===== src/rtl/odcd_pkg.sv =====
// Package: constants, types and state layout for the OLED command decoder
package odcd_pkg;

  // ----------------------------------------------------------------
  // Register byte offsets
  // ----------------------------------------------------------------
  localparam logic [7:0] OFS_CMD = 8'h00;
  localparam logic [7:0] OFS_STATUS = 8'h04;
  localparam logic [7:0] OFS_MODE = 8'h08;
  localparam logic [7:0] OFS_GEOM = 8'h0C;
  localparam logic [7:0] OFS_TIMING = 8'h10;
  localparam logic [7:0] OFS_DIM = 8'h14;
  localparam logic [7:0] OFS_SCROLL = 8'h18;
  localparam logic [7:0] OFS_VAREA = 8'h1C;
  localparam logic [7:0] OFS_BANKCOL = 8'h20;
  localparam logic [7:0] OFS_DATACNT = 8'h24;

  // ----------------------------------------------------------------
  // Field positions and bus answers
  // ----------------------------------------------------------------
  localparam int CMD_DC_BIT = 8;
  localparam int STATUS_OFF_BIT = 6;
  localparam logic [1:0] RESP_OKAY = 2'h0;
  localparam logic [1:0] RESP_SLVERR = 2'h2;

  // ----------------------------------------------------------------
  // Command codes
  // ----------------------------------------------------------------
  localparam logic [7:0] OP_LOWCOL = 8'h00;
  localparam logic [7:0] OP_ADDRMODE = 8'h20;
  localparam logic [7:0] OP_COLADDR = 8'h21;
  localparam logic [7:0] OP_PAGEADDR = 8'h22;
  localparam logic [7:0] OP_HSCR_R = 8'h26;
  localparam logic [7:0] OP_HSCR_L = 8'h27;
  localparam logic [7:0] OP_SCR_R = 8'h29;
  localparam logic [7:0] OP_SCR_L = 8'h2A;
  localparam logic [7:0] OP_SCR_OFF = 8'h2E;
  localparam logic [7:0] OP_SCR_ON = 8'h2F;
  localparam logic [7:0] OP_CONTRAST = 8'h81;
  localparam logic [7:0] OP_BRIGHT = 8'h82;
  localparam logic [7:0] OP_LUT = 8'h91;
  localparam logic [7:0] OP_BANK_LO = 8'h92;
  localparam logic [7:0] OP_BANK_HI = 8'h93;
  localparam logic [7:0] OP_SEG = 8'hA0;
  localparam logic [7:0] OP_VAREA = 8'hA3;
  localparam logic [7:0] OP_ENTIRE = 8'hA4;
  localparam logic [7:0] OP_INV = 8'hA6;
  localparam logic [7:0] OP_MUX = 8'hA8;
  localparam logic [7:0] OP_DIM = 8'hAB;
  localparam logic [7:0] OP_DON_DIM = 8'hAC;
  localparam logic [7:0] OP_MCFG = 8'hAD;
  localparam logic [7:0] OP_DOFF = 8'hAE;
  localparam logic [7:0] OP_DON = 8'hAF;
  localparam logic [7:0] OP_PAGE = 8'hB0;
  localparam logic [7:0] OP_SCAN = 8'hC0;
  localparam logic [7:0] OP_OFFSET = 8'hD3;
  localparam logic [7:0] OP_CLK = 8'hD5;
  localparam logic [7:0] OP_AREA = 8'hD8;
  localparam logic [7:0] OP_PRE = 8'hD9;
  localparam logic [7:0] OP_PINS = 8'hDA;
  localparam logic [7:0] OP_DESEL = 8'hDB;
  localparam logic [7:0] OP_RMW_IN = 8'hE0;
  localparam logic [7:0] OP_RMW_OUT = 8'hEE;

  // ----------------------------------------------------------------
  // Reset values
  // ----------------------------------------------------------------
  localparam logic [5:0] MUX_RST = 6'h3F;
  localparam logic [3:0] OSC_RST = 4'h7;
  localparam logic [3:0] PRE_RST = 4'h2;
  localparam logic [6:0] VROWS_RST = 7'h40;

  // ----------------------------------------------------------------
  // Types
  // ----------------------------------------------------------------
  typedef enum logic [1:0] {
    ODCD_OFF = 2'b00,
    ODCD_ON = 2'b01,
    ODCD_DIM = 2'b10
  } odcd_disp_e;

  typedef struct packed {
    logic [1:0] dir;
    logic [2:0] shift;
    logic [2:0] start;
    logic [2:0] ivl;
    logic [2:0] stop;
    logic [5:0] voff;
  } odcd_scroll_s;

  typedef struct packed {
    logic awready;
    logic wready;
    logic bvalid;
    logic [1:0] bresp;
    logic aw_have;
    logic [7:0] aw_addr;
    logic w_have;
    logic [31:0] w_data;
    logic [3:0] w_strb;
    logic arready;
    logic rvalid;
    logic [1:0] rresp;
    logic [31:0] rdata;
    logic [7:0] opcode;
    logic [2:0] remain;
    logic [2:0] pidx;
    logic [31:0] bank_col;
    logic seg_remap;
    logic entire_on;
    logic inverse;
    logic [5:0] multiplex_ratio;
    logic [3:0] dim_rsv;
    logic [7:0] dim_contrast;
    logic [7:0] dim_bright;
    logic supply_int;
    odcd_disp_e disp;
    logic [2:0] page_start;
    logic scan_rev;
    logic [5:0] disp_offset;
    logic [3:0] clk_div;
    logic [3:0] osc_set;
    logic [1:0] area_col;
    logic low_pwr;
    logic [3:0] pre1;
    logic [3:0] pre2;
    logic pin_alt;
    logic lr_remap;
    logic rmw;
    odcd_scroll_s scr_set;
    odcd_scroll_s scr_act;
    logic scr_on;
    logic [5:0] fix_rows;
    logic [6:0] scr_rows;
    logic [15:0] data_cnt;
  } odcd_state_s;

  localparam odcd_state_s ODCD_RST = '{
    awready: 1'b1, wready: 1'b1, arready: 1'b1,
    multiplex_ratio: MUX_RST, osc_set: OSC_RST, pre1: PRE_RST, pre2: PRE_RST,
    pin_alt: 1'b1, scr_rows: VROWS_RST, disp: ODCD_OFF, default: '0};

endpackage


===== src/rtl/odcd_decoder.sv =====
// Module: OLED controller command decoder behind an AXI4-Lite slave
//
// Summary of operation
// - Command 93 plus four bytes sets 2-bit colours of banks 17..32, low first.
// - A0/A1 bit 0 picks column 0 or 131 for column driver zero.
// - A4/A5 bit 0 follows memory content or lights whole display.
// - A6/A7 bit 0 selects normal or inverse pixel polarity.
// - A8 parameter N sets multiplex ratio N+1; values 0..14 are forbidden.
// - AB takes reserved nibble, base bank dim contrast, then dim bank brightness.
// - AD parameter bit 0 picks external supply or internal converter.
// - AE sleeps the display, AF turns it on normal, AC on dim.
// - B0..B7 load low three bits as page start address.
// - C0/C8 bit 3 selects forward or reversed row scan.
// - D3 parameter sets vertical display offset 0..63, reset zero.
// - D5 low nibble is clock divide minus one, high nibble oscillator setting.
// - D8 bits 5:4 pick area colour, bits 2 and 0 low power.
// - D9 nibbles set pre-charge phases 1 and 2, reset 2, never zero; a zero nibble is stored as written.
// - DA bit 4 picks row pin layout, bit 5 left/right row remap.
// - E0 enters read-modify-write mode, EE leaves it.
// - 29/2A plus five bytes set vertical scroll with right or left shift.
// - Scroll interval code maps to 6,32,64,128,3,4,2 frames; 111b forbidden.
// - 2F starts scrolling with only the latest scroll setup.
// - A3 sets fixed top rows and scrolling rows, reset 0 and 64.
// - Status byte bit 6 is one while display is off.
// - Data/command select low marks command bytes, high marks memory data.
module odcd_decoder
  import odcd_pkg::*;
#(
  parameter int ADDR_W = 8
) (
  input wire logic mclk,
  input wire logic rst_n,
  input wire logic [ADDR_W-1:0] s_axi_awaddr,
  input wire logic s_axi_awvalid,
  output logic s_axi_awready,
  input wire logic [31:0] s_axi_wdata,
  input wire logic [3:0] s_axi_wstrb,
  input wire logic s_axi_wvalid,
  output logic s_axi_wready,
  output logic [1:0] s_axi_bresp,
  output logic s_axi_bvalid,
  input wire logic s_axi_bready,
  input wire logic [ADDR_W-1:0] s_axi_araddr,
  input wire logic s_axi_arvalid,
  output logic s_axi_arready,
  output logic [31:0] s_axi_rdata,
  output logic [1:0] s_axi_rresp,
  output logic s_axi_rvalid,
  input wire logic s_axi_rready
);

  // ----------------------------------------------------------------
  // State and helpers
  // ----------------------------------------------------------------
  odcd_state_s s_r;
  odcd_state_s s_nxt;
  logic aw_h;
  logic w_h;
  logic [7:0] wa;
  logic [31:0] wd;
  logic [3:0] ws;
  logic do_wr;
  logic do_rd;
  logic byte_v;
  logic [7:0] b;
  logic cmd_go;
  logic prm_go;
  logic data_go;

  function automatic logic [7:0] ivl_frames(input logic [2:0] c);
    case (c)
      3'h0: ivl_frames = 8'h06;
      3'h1: ivl_frames = 8'h20;
      3'h2: ivl_frames = 8'h40;
      3'h3: ivl_frames = 8'h80;
      3'h4: ivl_frames = 8'h03;
      3'h5: ivl_frames = 8'h04;
      3'h6: ivl_frames = 8'h02;
      default: ivl_frames = 8'h00;
    endcase
  endfunction

  function automatic logic [2:0] param_count(input logic [7:0] op);
    case (op)
      OP_ADDRMODE, OP_CONTRAST, OP_BRIGHT, OP_MUX, OP_MCFG: param_count = 3'h1;
      OP_OFFSET, OP_CLK, OP_AREA, OP_PRE, OP_PINS, OP_DESEL: param_count = 3'h1;
      OP_COLADDR, OP_PAGEADDR, OP_VAREA: param_count = 3'h2;
      OP_DIM: param_count = 3'h3;
      OP_LUT, OP_BANK_LO, OP_BANK_HI, OP_HSCR_R, OP_HSCR_L: param_count = 3'h4;
      OP_SCR_R, OP_SCR_L: param_count = 3'h5;
      default: param_count = 3'h0;
    endcase
  endfunction

  // ----------------------------------------------------------------
  // Bus front end
  // ----------------------------------------------------------------
  always_comb begin
    aw_h = s_r.aw_have | (s_axi_awvalid & s_r.awready);
    w_h = s_r.w_have | (s_axi_wvalid & s_r.wready);
    wa = s_r.aw_have ? s_r.aw_addr : s_axi_awaddr[7:0];
    wd = s_r.w_have ? s_r.w_data : s_axi_wdata;
    ws = s_r.w_have ? s_r.w_strb : s_axi_wstrb;
    do_wr = aw_h & w_h & ~s_r.bvalid;
    do_rd = s_axi_arvalid & s_r.arready;
    byte_v = do_wr & (wa == OFS_CMD) & ws[0];
    b = wd[7:0];
    data_go = byte_v & wd[CMD_DC_BIT];
    cmd_go = byte_v & ~wd[CMD_DC_BIT] & (s_r.remain == 3'h0);
    prm_go = byte_v & ~wd[CMD_DC_BIT] & (s_r.remain != 3'h0);
  end

  // ----------------------------------------------------------------
  // Next state
  // ----------------------------------------------------------------
  always_comb begin
    s_nxt = s_r;
    // Write channels
    if (s_axi_awvalid & s_r.awready) begin
      s_nxt.aw_have = 1'b1;
      s_nxt.aw_addr = s_axi_awaddr[7:0];
    end
    if (s_axi_wvalid & s_r.wready) begin
      s_nxt.w_have = 1'b1;
      s_nxt.w_data = s_axi_wdata;
      s_nxt.w_strb = s_axi_wstrb;
    end
    if (s_r.bvalid & s_axi_bready) begin
      s_nxt.bvalid = 1'b0;
    end
    if (do_wr) begin
      s_nxt.aw_have = 1'b0;
      s_nxt.w_have = 1'b0;
      s_nxt.bvalid = 1'b1;
      s_nxt.bresp = (wa == OFS_CMD) ? RESP_OKAY : RESP_SLVERR;
    end
    s_nxt.awready = ~s_nxt.aw_have & ~s_nxt.bvalid;
    s_nxt.wready = ~s_nxt.w_have & ~s_nxt.bvalid;
    // Read channel
    if (s_r.rvalid & s_axi_rready) begin
      s_nxt.rvalid = 1'b0;
    end
    if (do_rd) begin
      s_nxt.rvalid = 1'b1;
      s_nxt.rresp = RESP_OKAY;
      case (s_axi_araddr[7:0])
        OFS_CMD: s_nxt.rdata = 32'h0000_0000;
        OFS_STATUS: s_nxt.rdata = {24'h00_0000, 1'b0, s_r.disp == ODCD_OFF, 6'h00};
        OFS_MODE: s_nxt.rdata = {18'h0_0000, s_r.rmw, s_r.scr_on, s_r.lr_remap,
          s_r.pin_alt, s_r.low_pwr, s_r.area_col, s_r.scan_rev, s_r.supply_int,
          s_r.inverse, s_r.entire_on, s_r.seg_remap, s_r.disp};
        OFS_GEOM: s_nxt.rdata = {8'h00, 2'b00, s_r.disp_offset, 5'h00, s_r.page_start,
          1'b0, 7'({1'b0, s_r.multiplex_ratio} + 7'h01)};
        OFS_TIMING: s_nxt.rdata = {8'h00, s_r.pre2, s_r.pre1, s_r.osc_set, s_r.clk_div,
          3'h0, 5'({1'b0, s_r.clk_div} + 5'h01)};
        OFS_DIM: s_nxt.rdata = {8'h00, s_r.dim_bright, s_r.dim_contrast, 4'h0, s_r.dim_rsv};
        OFS_SCROLL: s_nxt.rdata = {ivl_frames(s_r.scr_act.ivl), 2'b00, s_r.scr_act.voff,
          1'b0, s_r.scr_act.stop, 1'b0, s_r.scr_act.start, 1'b0, s_r.scr_act.shift,
          2'b00, s_r.scr_act.dir};
        OFS_VAREA: s_nxt.rdata = {17'h0_0000, s_r.scr_rows, 2'b00, s_r.fix_rows};
        OFS_BANKCOL: s_nxt.rdata = s_r.bank_col;
        OFS_DATACNT: s_nxt.rdata = {16'h0000, s_r.data_cnt};
        default: begin
          s_nxt.rdata = 32'h0000_0000;
          s_nxt.rresp = RESP_SLVERR;
        end
      endcase
    end
    s_nxt.arready = ~s_nxt.rvalid;
    // Memory data bytes are only counted
    if (data_go) begin
      s_nxt.data_cnt = s_r.data_cnt + 16'h0001;
    end
    // Command bytes
    if (cmd_go) begin
      s_nxt.opcode = b;
      s_nxt.remain = param_count(b);
      s_nxt.pidx = 3'h0;
      if (b[7:3] == OP_PAGE[7:3]) begin
        s_nxt.page_start = b[2:0];
      end
      case (b)
        OP_SEG, OP_SEG | 8'h01: s_nxt.seg_remap = b[0];
        OP_ENTIRE, OP_ENTIRE | 8'h01: s_nxt.entire_on = b[0];
        OP_INV, OP_INV | 8'h01: s_nxt.inverse = b[0];
        OP_DOFF: s_nxt.disp = ODCD_OFF;
        OP_DON: s_nxt.disp = ODCD_ON;
        OP_DON_DIM: s_nxt.disp = ODCD_DIM;
        OP_SCAN, OP_SCAN | 8'h08: s_nxt.scan_rev = b[3];
        OP_RMW_IN: s_nxt.rmw = 1'b1;
        OP_RMW_OUT: s_nxt.rmw = 1'b0;
        OP_SCR_R, OP_SCR_L: s_nxt.scr_set.dir = b[1:0];
        OP_SCR_OFF: s_nxt.scr_on = 1'b0;
        OP_SCR_ON: begin
          s_nxt.scr_on = 1'b1;
          s_nxt.scr_act = s_r.scr_set;
        end
        default: begin
        end
      endcase
    end
    // Parameter bytes
    if (prm_go) begin
      s_nxt.remain = s_r.remain - 3'h1;
      s_nxt.pidx = s_r.pidx + 3'h1;
      case (s_r.opcode)
        OP_BANK_HI: s_nxt.bank_col[{s_r.pidx[1:0], 3'h0} +: 8] = b;
        OP_MUX: s_nxt.multiplex_ratio = b[5:0];
        OP_DIM: begin
          case (s_r.pidx)
            3'h0: s_nxt.dim_rsv = b[3:0];
            3'h1: s_nxt.dim_contrast = b;
            default: s_nxt.dim_bright = b;
          endcase
        end
        OP_MCFG: s_nxt.supply_int = b[0];
        OP_OFFSET: s_nxt.disp_offset = b[5:0];
        OP_CLK: begin
          s_nxt.clk_div = b[3:0];
          s_nxt.osc_set = b[7:4];
        end
        OP_AREA: begin
          s_nxt.area_col = b[5:4];
          s_nxt.low_pwr = b[2] & b[0];
        end
        OP_PRE: begin
          s_nxt.pre1 = b[3:0];
          s_nxt.pre2 = b[7:4];
        end
        OP_PINS: begin
          s_nxt.pin_alt = b[4];
          s_nxt.lr_remap = b[5];
        end
        OP_SCR_R, OP_SCR_L: begin
          case (s_r.pidx)
            3'h0: s_nxt.scr_set.shift = b[2:0];
            3'h1: s_nxt.scr_set.start = b[2:0];
            3'h2: s_nxt.scr_set.ivl = b[2:0];
            3'h3: s_nxt.scr_set.stop = b[2:0];
            default: s_nxt.scr_set.voff = b[5:0];
          endcase
        end
        OP_VAREA: begin
          if (s_r.pidx == 3'h0) begin
            s_nxt.fix_rows = b[5:0];
          end else begin
            s_nxt.scr_rows = b[6:0];
          end
        end
        default: begin
        end
      endcase
    end
  end

  // ----------------------------------------------------------------
  // State register and outputs
  // ----------------------------------------------------------------
  always_ff @(posedge mclk or negedge rst_n) begin
    if (!rst_n) begin
      s_r <= ODCD_RST;
    end else begin
      s_r <= s_nxt;
    end
  end

  assign s_axi_awready = s_r.awready;
  assign s_axi_wready = s_r.wready;
  assign s_axi_bvalid = s_r.bvalid;
  assign s_axi_bresp = s_r.bresp;
  assign s_axi_arready = s_r.arready;
  assign s_axi_rvalid = s_r.rvalid;
  assign s_axi_rresp = s_r.rresp;
  assign s_axi_rdata = s_r.rdata;
endmodule


===== config.mk =====
export PLATFORM = sky130hd
export DESIGN_NAME = odcd_decoder
export DESIGN_NICKNAME = d
export VERILOG_FILES = /design/src/rtl/odcd_pkg.sv /design/src/rtl/odcd_decoder.sv
export SDC_FILE = /design/constraint.sdc
export NUM_CORES = 1
export LEC_CHECK = 0
export ABC_AREA = 0
export BUFFER_PORTS_ARGS = -buffer_cell sky130_fd_sc_hd__buf_2
export CAP_MARGIN = 20
export CELL_PAD_IN_SITES_DETAIL_PLACEMENT = 0
export CELL_PAD_IN_SITES_GLOBAL_PLACEMENT = 1
export CORE_MARGIN = 4
export CORE_UTILIZATION = 33
export CTS_CLUSTER_SIZE = 28
export DETAILED_ROUTE_END_ITERATION = 16
export PLACE_DENSITY = 0.68
export SLEW_MARGIN = 20
export SYNTH_ARGS = -nofsm -noshare
export SYNTH_HDL_FRONTEND = slang
export SYNTH_SLANG_ARGS = --single-unit

===== constraint.sdc =====
create_clock -name mclk -period 2.45 [get_ports mclk]
set_input_delay 0.49 -clock mclk [delete_from_list [all_inputs] [get_ports mclk]]
set_output_delay 0.49 -clock mclk [all_outputs]
set_load 0.01 [all_outputs]

Word level (Yosys, flattened, before mapping)
Cells that the tools add are included.
W data, S select, Z words.
- bits in registers: 267
- output and inout port bits: 41
- word-level logic and storage cells: 230
- input port bits: 59
- add/subtract/negate cells: 6
- equality and inequality tests: 68
- bitwise logic cells: 27
- shift operators: 2
- reductions and logical operators: 51
- mux-type cells: 22
- operators by type and width (operator ; number):
    $eq A8 B8 Y1 const B ; 38
    $pmux W32 S9 ; 1
    $eq A8 B6 Y1 const B ; 13
    $pmux W8 S7 ; 1
    $mux W38 ; 1
    $mux W37 ; 1
    $reduce_and A2 Y1 ; 18
    $mux W35 ; 1
    $bwmux W32 ; 1
    $eq A8 B5 Y1 const B ; 4
    $mux W32 ; 1
    $shift A8 B7 Y32 const A ; 1
    $shiftx A8 B7 Y32 ; 1
    $reduce_and A3 Y1 ; 10
    $mux W9 ; 2
    $add A16 B1 Y16 const B ; 1
    $and A1 B1 Y1 ; 16
    $eq A8 B4 Y1 const B ; 2
    $logic_not A8 Y1 ; 2
    $pmux W3 S5 ; 1
    $reduce_or A2 Y1 ; 7
    $eq A3 B2 Y1 const B ; 4
    $reduce_or A11 Y1 ; 1
    $reduce_or A10 Y1 ; 1
    25 further kinds ; 47

Longest topological paths before layout
- depth after elaboration: 10
- gate-level depth with buffers: 10
- gate-level depth less buffers: 8

Worst setup path after synthesis
No wires, ideal clock.
- kind: reg2reg
- start point: reg s_r[169] (netlist bit)
- end point: reg s_r[50] (netlist bit)
- setup time: 0.125 ns
- required time: 2.325 ns
- slack: -0.193 ns
- period minus slack after synthesis: 2.643 ns
- path buffers: 1
- data arrival time: 2.518 ns
- cell stages (with the launch flop): 10
- cells stage by stage: dfrtp_1 inv_1 ha_1 ha_1 or3b_2 a2111oi_2 o2111ai_1 or3_1 buf_2 mux2_4
- longest elaborated chain between the ends: 3
- ends and longest elaborated chain (what ; RTL line ; text):
    start, declared ; odcd_decoder.sv:55 ; odcd_state_s s_r;
    start signal, assigned ; odcd_decoder.sv:263 ; s_r <= s_nxt;
    $reduce_bool A3 Y1 ; odcd_decoder.sv:110 ; prm_go = byte_v & ~wd[CMD_DC_BIT] & (s_r.remain != 3'h0);
    $and A1 B1 Y1 ; odcd_decoder.sv:110 ;
    $reduce_and A3 Y1 (no line) ; n/a ;
Every way passes these cells.
A chain may end at the register's enable or synchronous reset.

Worst setup path after layout
- start point: reg s_r[170] (netlist bit)
- end point: reg s_r[54] (netlist bit)
The elaborated chain is that of the path after synthesis.

==> flow_metrics.env <==
export IMPL_status="complete, but fails checks"
export IMPL_violations="setup timing"
export IMPL_antenna_found_initial=0
export IMPL_reg2reg_to="s_r[54]$_DFFE_PN0P_"
export IMPL_slowest_delay_ps=440
export IMPL_setup_slack_ps=-34.88
export IMPL_post_route_util_pct=40.84
export IMPL_stdcell_count=1708
export IMPL_core_area_mm2=0.03471
export IMPL_routed_wire_length_per_instance_um=20.59
export IMPL_crit_arrival_ps=2920
export IMPL_diodes=0
export IMPL_syn_area_mm2=0.01169
export IMPL_cp_required_ps=2880
export IMPL_async_flop_share_pct=100.0
export IMPL_synth_area_leaders="dfrtp_1 48%, mux2_2 5.7%, nand2_1 5.5%"
export IMPL_p_per_area_mw_per_mm2=783.4
export IMPL_dieArea_mm2=0.03849
export IMPL_irDropWorstVdd_v=0.0005209
export IMPL_drt_iter0_markers=723
export IMPL_worst_hold_path_type="input pin to flip-flop"
export IMPL_finalMaxSlewViolations=0
export IMPL_crit_slowest_cell="or3_4"
export IMPL_start_util_pct=33.67
export IMPL_synth_warnings=0
export IMPL_cp_max_fo=6
export IMPL_synth_simple_area_share_pct=14.49
export IMPL_final_cell_area_mm2=0.01418
export IMPL_grt_pass1_wl_um=55010
export IMPL_vias_per_cell=5.290
export IMPL_synth_avg_cell_area_um2=10.45
export IMPL_path_class="flip-flop to flip-flop"
export IMPL_r2r_start="s_r[170]$_DFFE_PN0P_"
export IMPL_synth_top_area_share_pct=47.74
export IMPL_cts_max_path_buffers=3
export IMPL_hpwl_um=25270
export IMPL_dp_cells=1654
export IMPL_syn2layout_area_growth_pct=21.29
export IMPL_grt_max_degree=72
export IMPL_clk_latency_ps=550
export IMPL_power_frac_clock_pct=39.5
export IMPL_dpl_cell_area_mm2=0.01307
export IMPL_r2r_slack_ps=-30
export IMPL_drv_cap=0
export IMPL_yosysTopAreaCell="dfrtp_1"
export IMPL_first_global_vias=8995
export IMPL_grt_overflow=0
export IMPL_p_sw_share_pct=30.31
export IMPL_power_share_sequential_pct=39.5
export IMPL_synth_adder_area_share_pct=1.285
export IMPL_post_route_min_period_ps=2485
export IMPL_path_cells="inv_1 > ha_2 > ha_4 > or3b_4 > a2111oi_4 > o2111ai_4 > or3_4 > mux2_4"
export IMPL_grt_usage_pct=18.19
export IMPL_preCtsSetupSlack_ps=-378.1
export IMPL_synth_compound_area_share_pct=16.75
export IMPL_io_pins=100
export IMPL_final_fill_count=3423
export IMPL_ys_ff_latch=239
export IMPL_layout_nets=1302
export IMPL_clock_sinks=239
export IMPL_htreeDepth=1
export IMPL_slew_headroom_pct=57.89
export IMPL_fmax_ghz=0.4024
export IMPL_muxShareOfSynthArea_pct=8.799
export IMPL_internal_power_uw=7741
export IMPL_synth_top_family_by_area="compound AO/OA/AOI/OAI gates"
export IMPL_r2r_cells=8
export IMPL_synthTopCellsByCount="223 x dfrtp_1, 171 x nand2_1, 119 x o21ai_0"
export IMPL_die_h_um=196.2
export IMPL_whs_ps=179.5
export IMPL_synth_distinct_cells=77
export IMPL_synth_seq_area_share_pct=51.34
export IMPL_worst_pin_slew_ps=626.4
export IMPL_p_leak_uw=0.006391
export IMPL_crit_end="s_r[54]$_DFFE_PN0P_"
export IMPL_drc_errors=0
export IMPL_pwr_share_comb_pct=21.0
export IMPL_numCtsBuffers=28
export IMPL_worst_setup_path_end_kind="flip-flop"
export IMPL_synth_xor_area_share_pct=2.023
export IMPL_cp_startpoint="s_r[170]$_DFFE_PN0P_"
export IMPL_period_share_pct=101.4
export IMPL_ant_nets=0
export IMPL_wl_um=35170
export IMPL_die_w_um=196.2
export IMPL_power_switching_uw=3366
export IMPL_path_clk_slew_ps=60
export IMPL_yosys_most_used_dff="dfrtp_1"
export IMPL_portBuffers=71
export IMPL_drive_gt1_share_pct=27.21
export IMPL_yosysMostFrequentCell="dfrtp_1"
export IMPL_synth_edf_count=0
export IMPL_place_gp_congestion=0.9251
export IMPL_cts_tree="yes"
export IMPL_syn_inst=1119
export IMPL_cp_start_kind="flip-flop"
export IMPL_rows=68
export IMPL_setup_viol=6
export IMPL_finClkSkew_ps=16.23
export IMPL_dr_pass1_iters=8
export IMPL_clock_root_buffer="clkbuf_16"
export IMPL_via_count=9036
export IMPL_rsz0062_at_grt="yes"
export IMPL_final_hold_violation_count=0
metal layers:
metal  vias to the layer above  wire length [um]  GRT usage, %
li1                       4266                 -             -
met1                      4398             16370         26.48
met2                       307             15250         27.35
met3                        65              2475         4.087
met4                         0              1081         5.069
met5                         -                 0             0
cell type report:
| type | instances | area, um^2 | share of cell area [%] |
|---|---|---|---|
| clock buffers | 41 | 809.5 | 5.710 |
| multi-input cells | 760 | 5228 | 36.87 |
| well taps | 455 | 569.3 | 4.016 |
| repair buffers | 181 | 1314 | 9.267 |
| inverters | 21 | 78.83 | 0.5560 |
| clock inverters | 11 | 177.7 | 1.253 |
| flip-flops and latches | 239 | 6001 | 42.33 |
stage by stage:
| stage | setup TNS, ps | total power, uW |
|---|---|---|
| after CTS | -215.3 | 11200 |
| after global placement | -15830 | 6732 |
| final | -150.6 | 11110 |
| after floorplan | -926.5 | 5594 |
| after detailed placement | -20780 | 6757 |
| after global routing | -1466 | 11580 |
power by group through the flow:
stage                     sequential, uW  clock, uW  combinational, uW
after detailed placement            4450          0               2310
final                               4390       4390               2330
after CTS                           4380       4500               2320
after floorplan                     4410          0               1180
after global placement              4440          0               2290
after global routing                4420       4660               2500
kinds of logic after synthesis:
family,count (synthesis)
and+or+nand+nor,338
AOI/OAI and AO/OA,290
DFF,239
buffers and inverters,121
muxes,91
xor gates and xnor gates,27
adders and majority gates,12
other,1
worst min path at each step:
stage / slack, ps / to / cells past startpoint / startpoint
2_1_floorplan: 190 / async pin / 0 / rst_n
3_3_place_gp: 450 / s_axi_rdata[6]$_DFFE_PN0P_ / 1 / s_axi_rdata[6]$_DFFE_PN0P_
3_5_place_dp: 460 / s_axi_rdata[11]$_DFFE_PN0P_ / 1 / s_axi_rdata[11]$_DFFE_PN0P_
4_1_cts: 150 / s_axi_rvalid$_DFF_PN0_ / 2 / s_axi_rready
5_1_grt: 180 / s_axi_rvalid$_DFF_PN0_ / 2 / s_axi_rready
6_report: 180 / s_axi_rvalid$_DFF_PN0_ / 2 / s_axi_rready
worst max-delay path, delay by kind of cell, from the launching register on:
family / cells / cell delay [ps]
flops: 1 / 340
compound gates: 2 / 500
mux: 1 / 310
fa+ha+maj: 2 / 340
buf+inv: 1 / 50
simple gates: 2 / 830
cells in the final DEF (no fill, tap or decap), types with 16 or more instances in the layout:
cell type	count
dfrtp_1	223
nand2_1	171
o21ai_0	118
buf_4	98
buf_2	70
mux2_2	53
nor2_1	32
clkbuf_16	28
a21oi_1	25
a22oi_1	25
inv_1	21
nor3_1	21
a222oi_1	21
a21o_1	18
mux2_1	18
xnor2_1	17
a22o_1	16
dfstp_2	16
repair_timing:
item                                   CTS  global route
pin swaps                                1             3
setup endpoints to repair               53            75
hold buffers                             1             0
setup buffers                            0             1
resized for setup                        6            17
endpoints found under the hold margin   51             0
No activity file was read; power rests on OpenSTA's default activity.
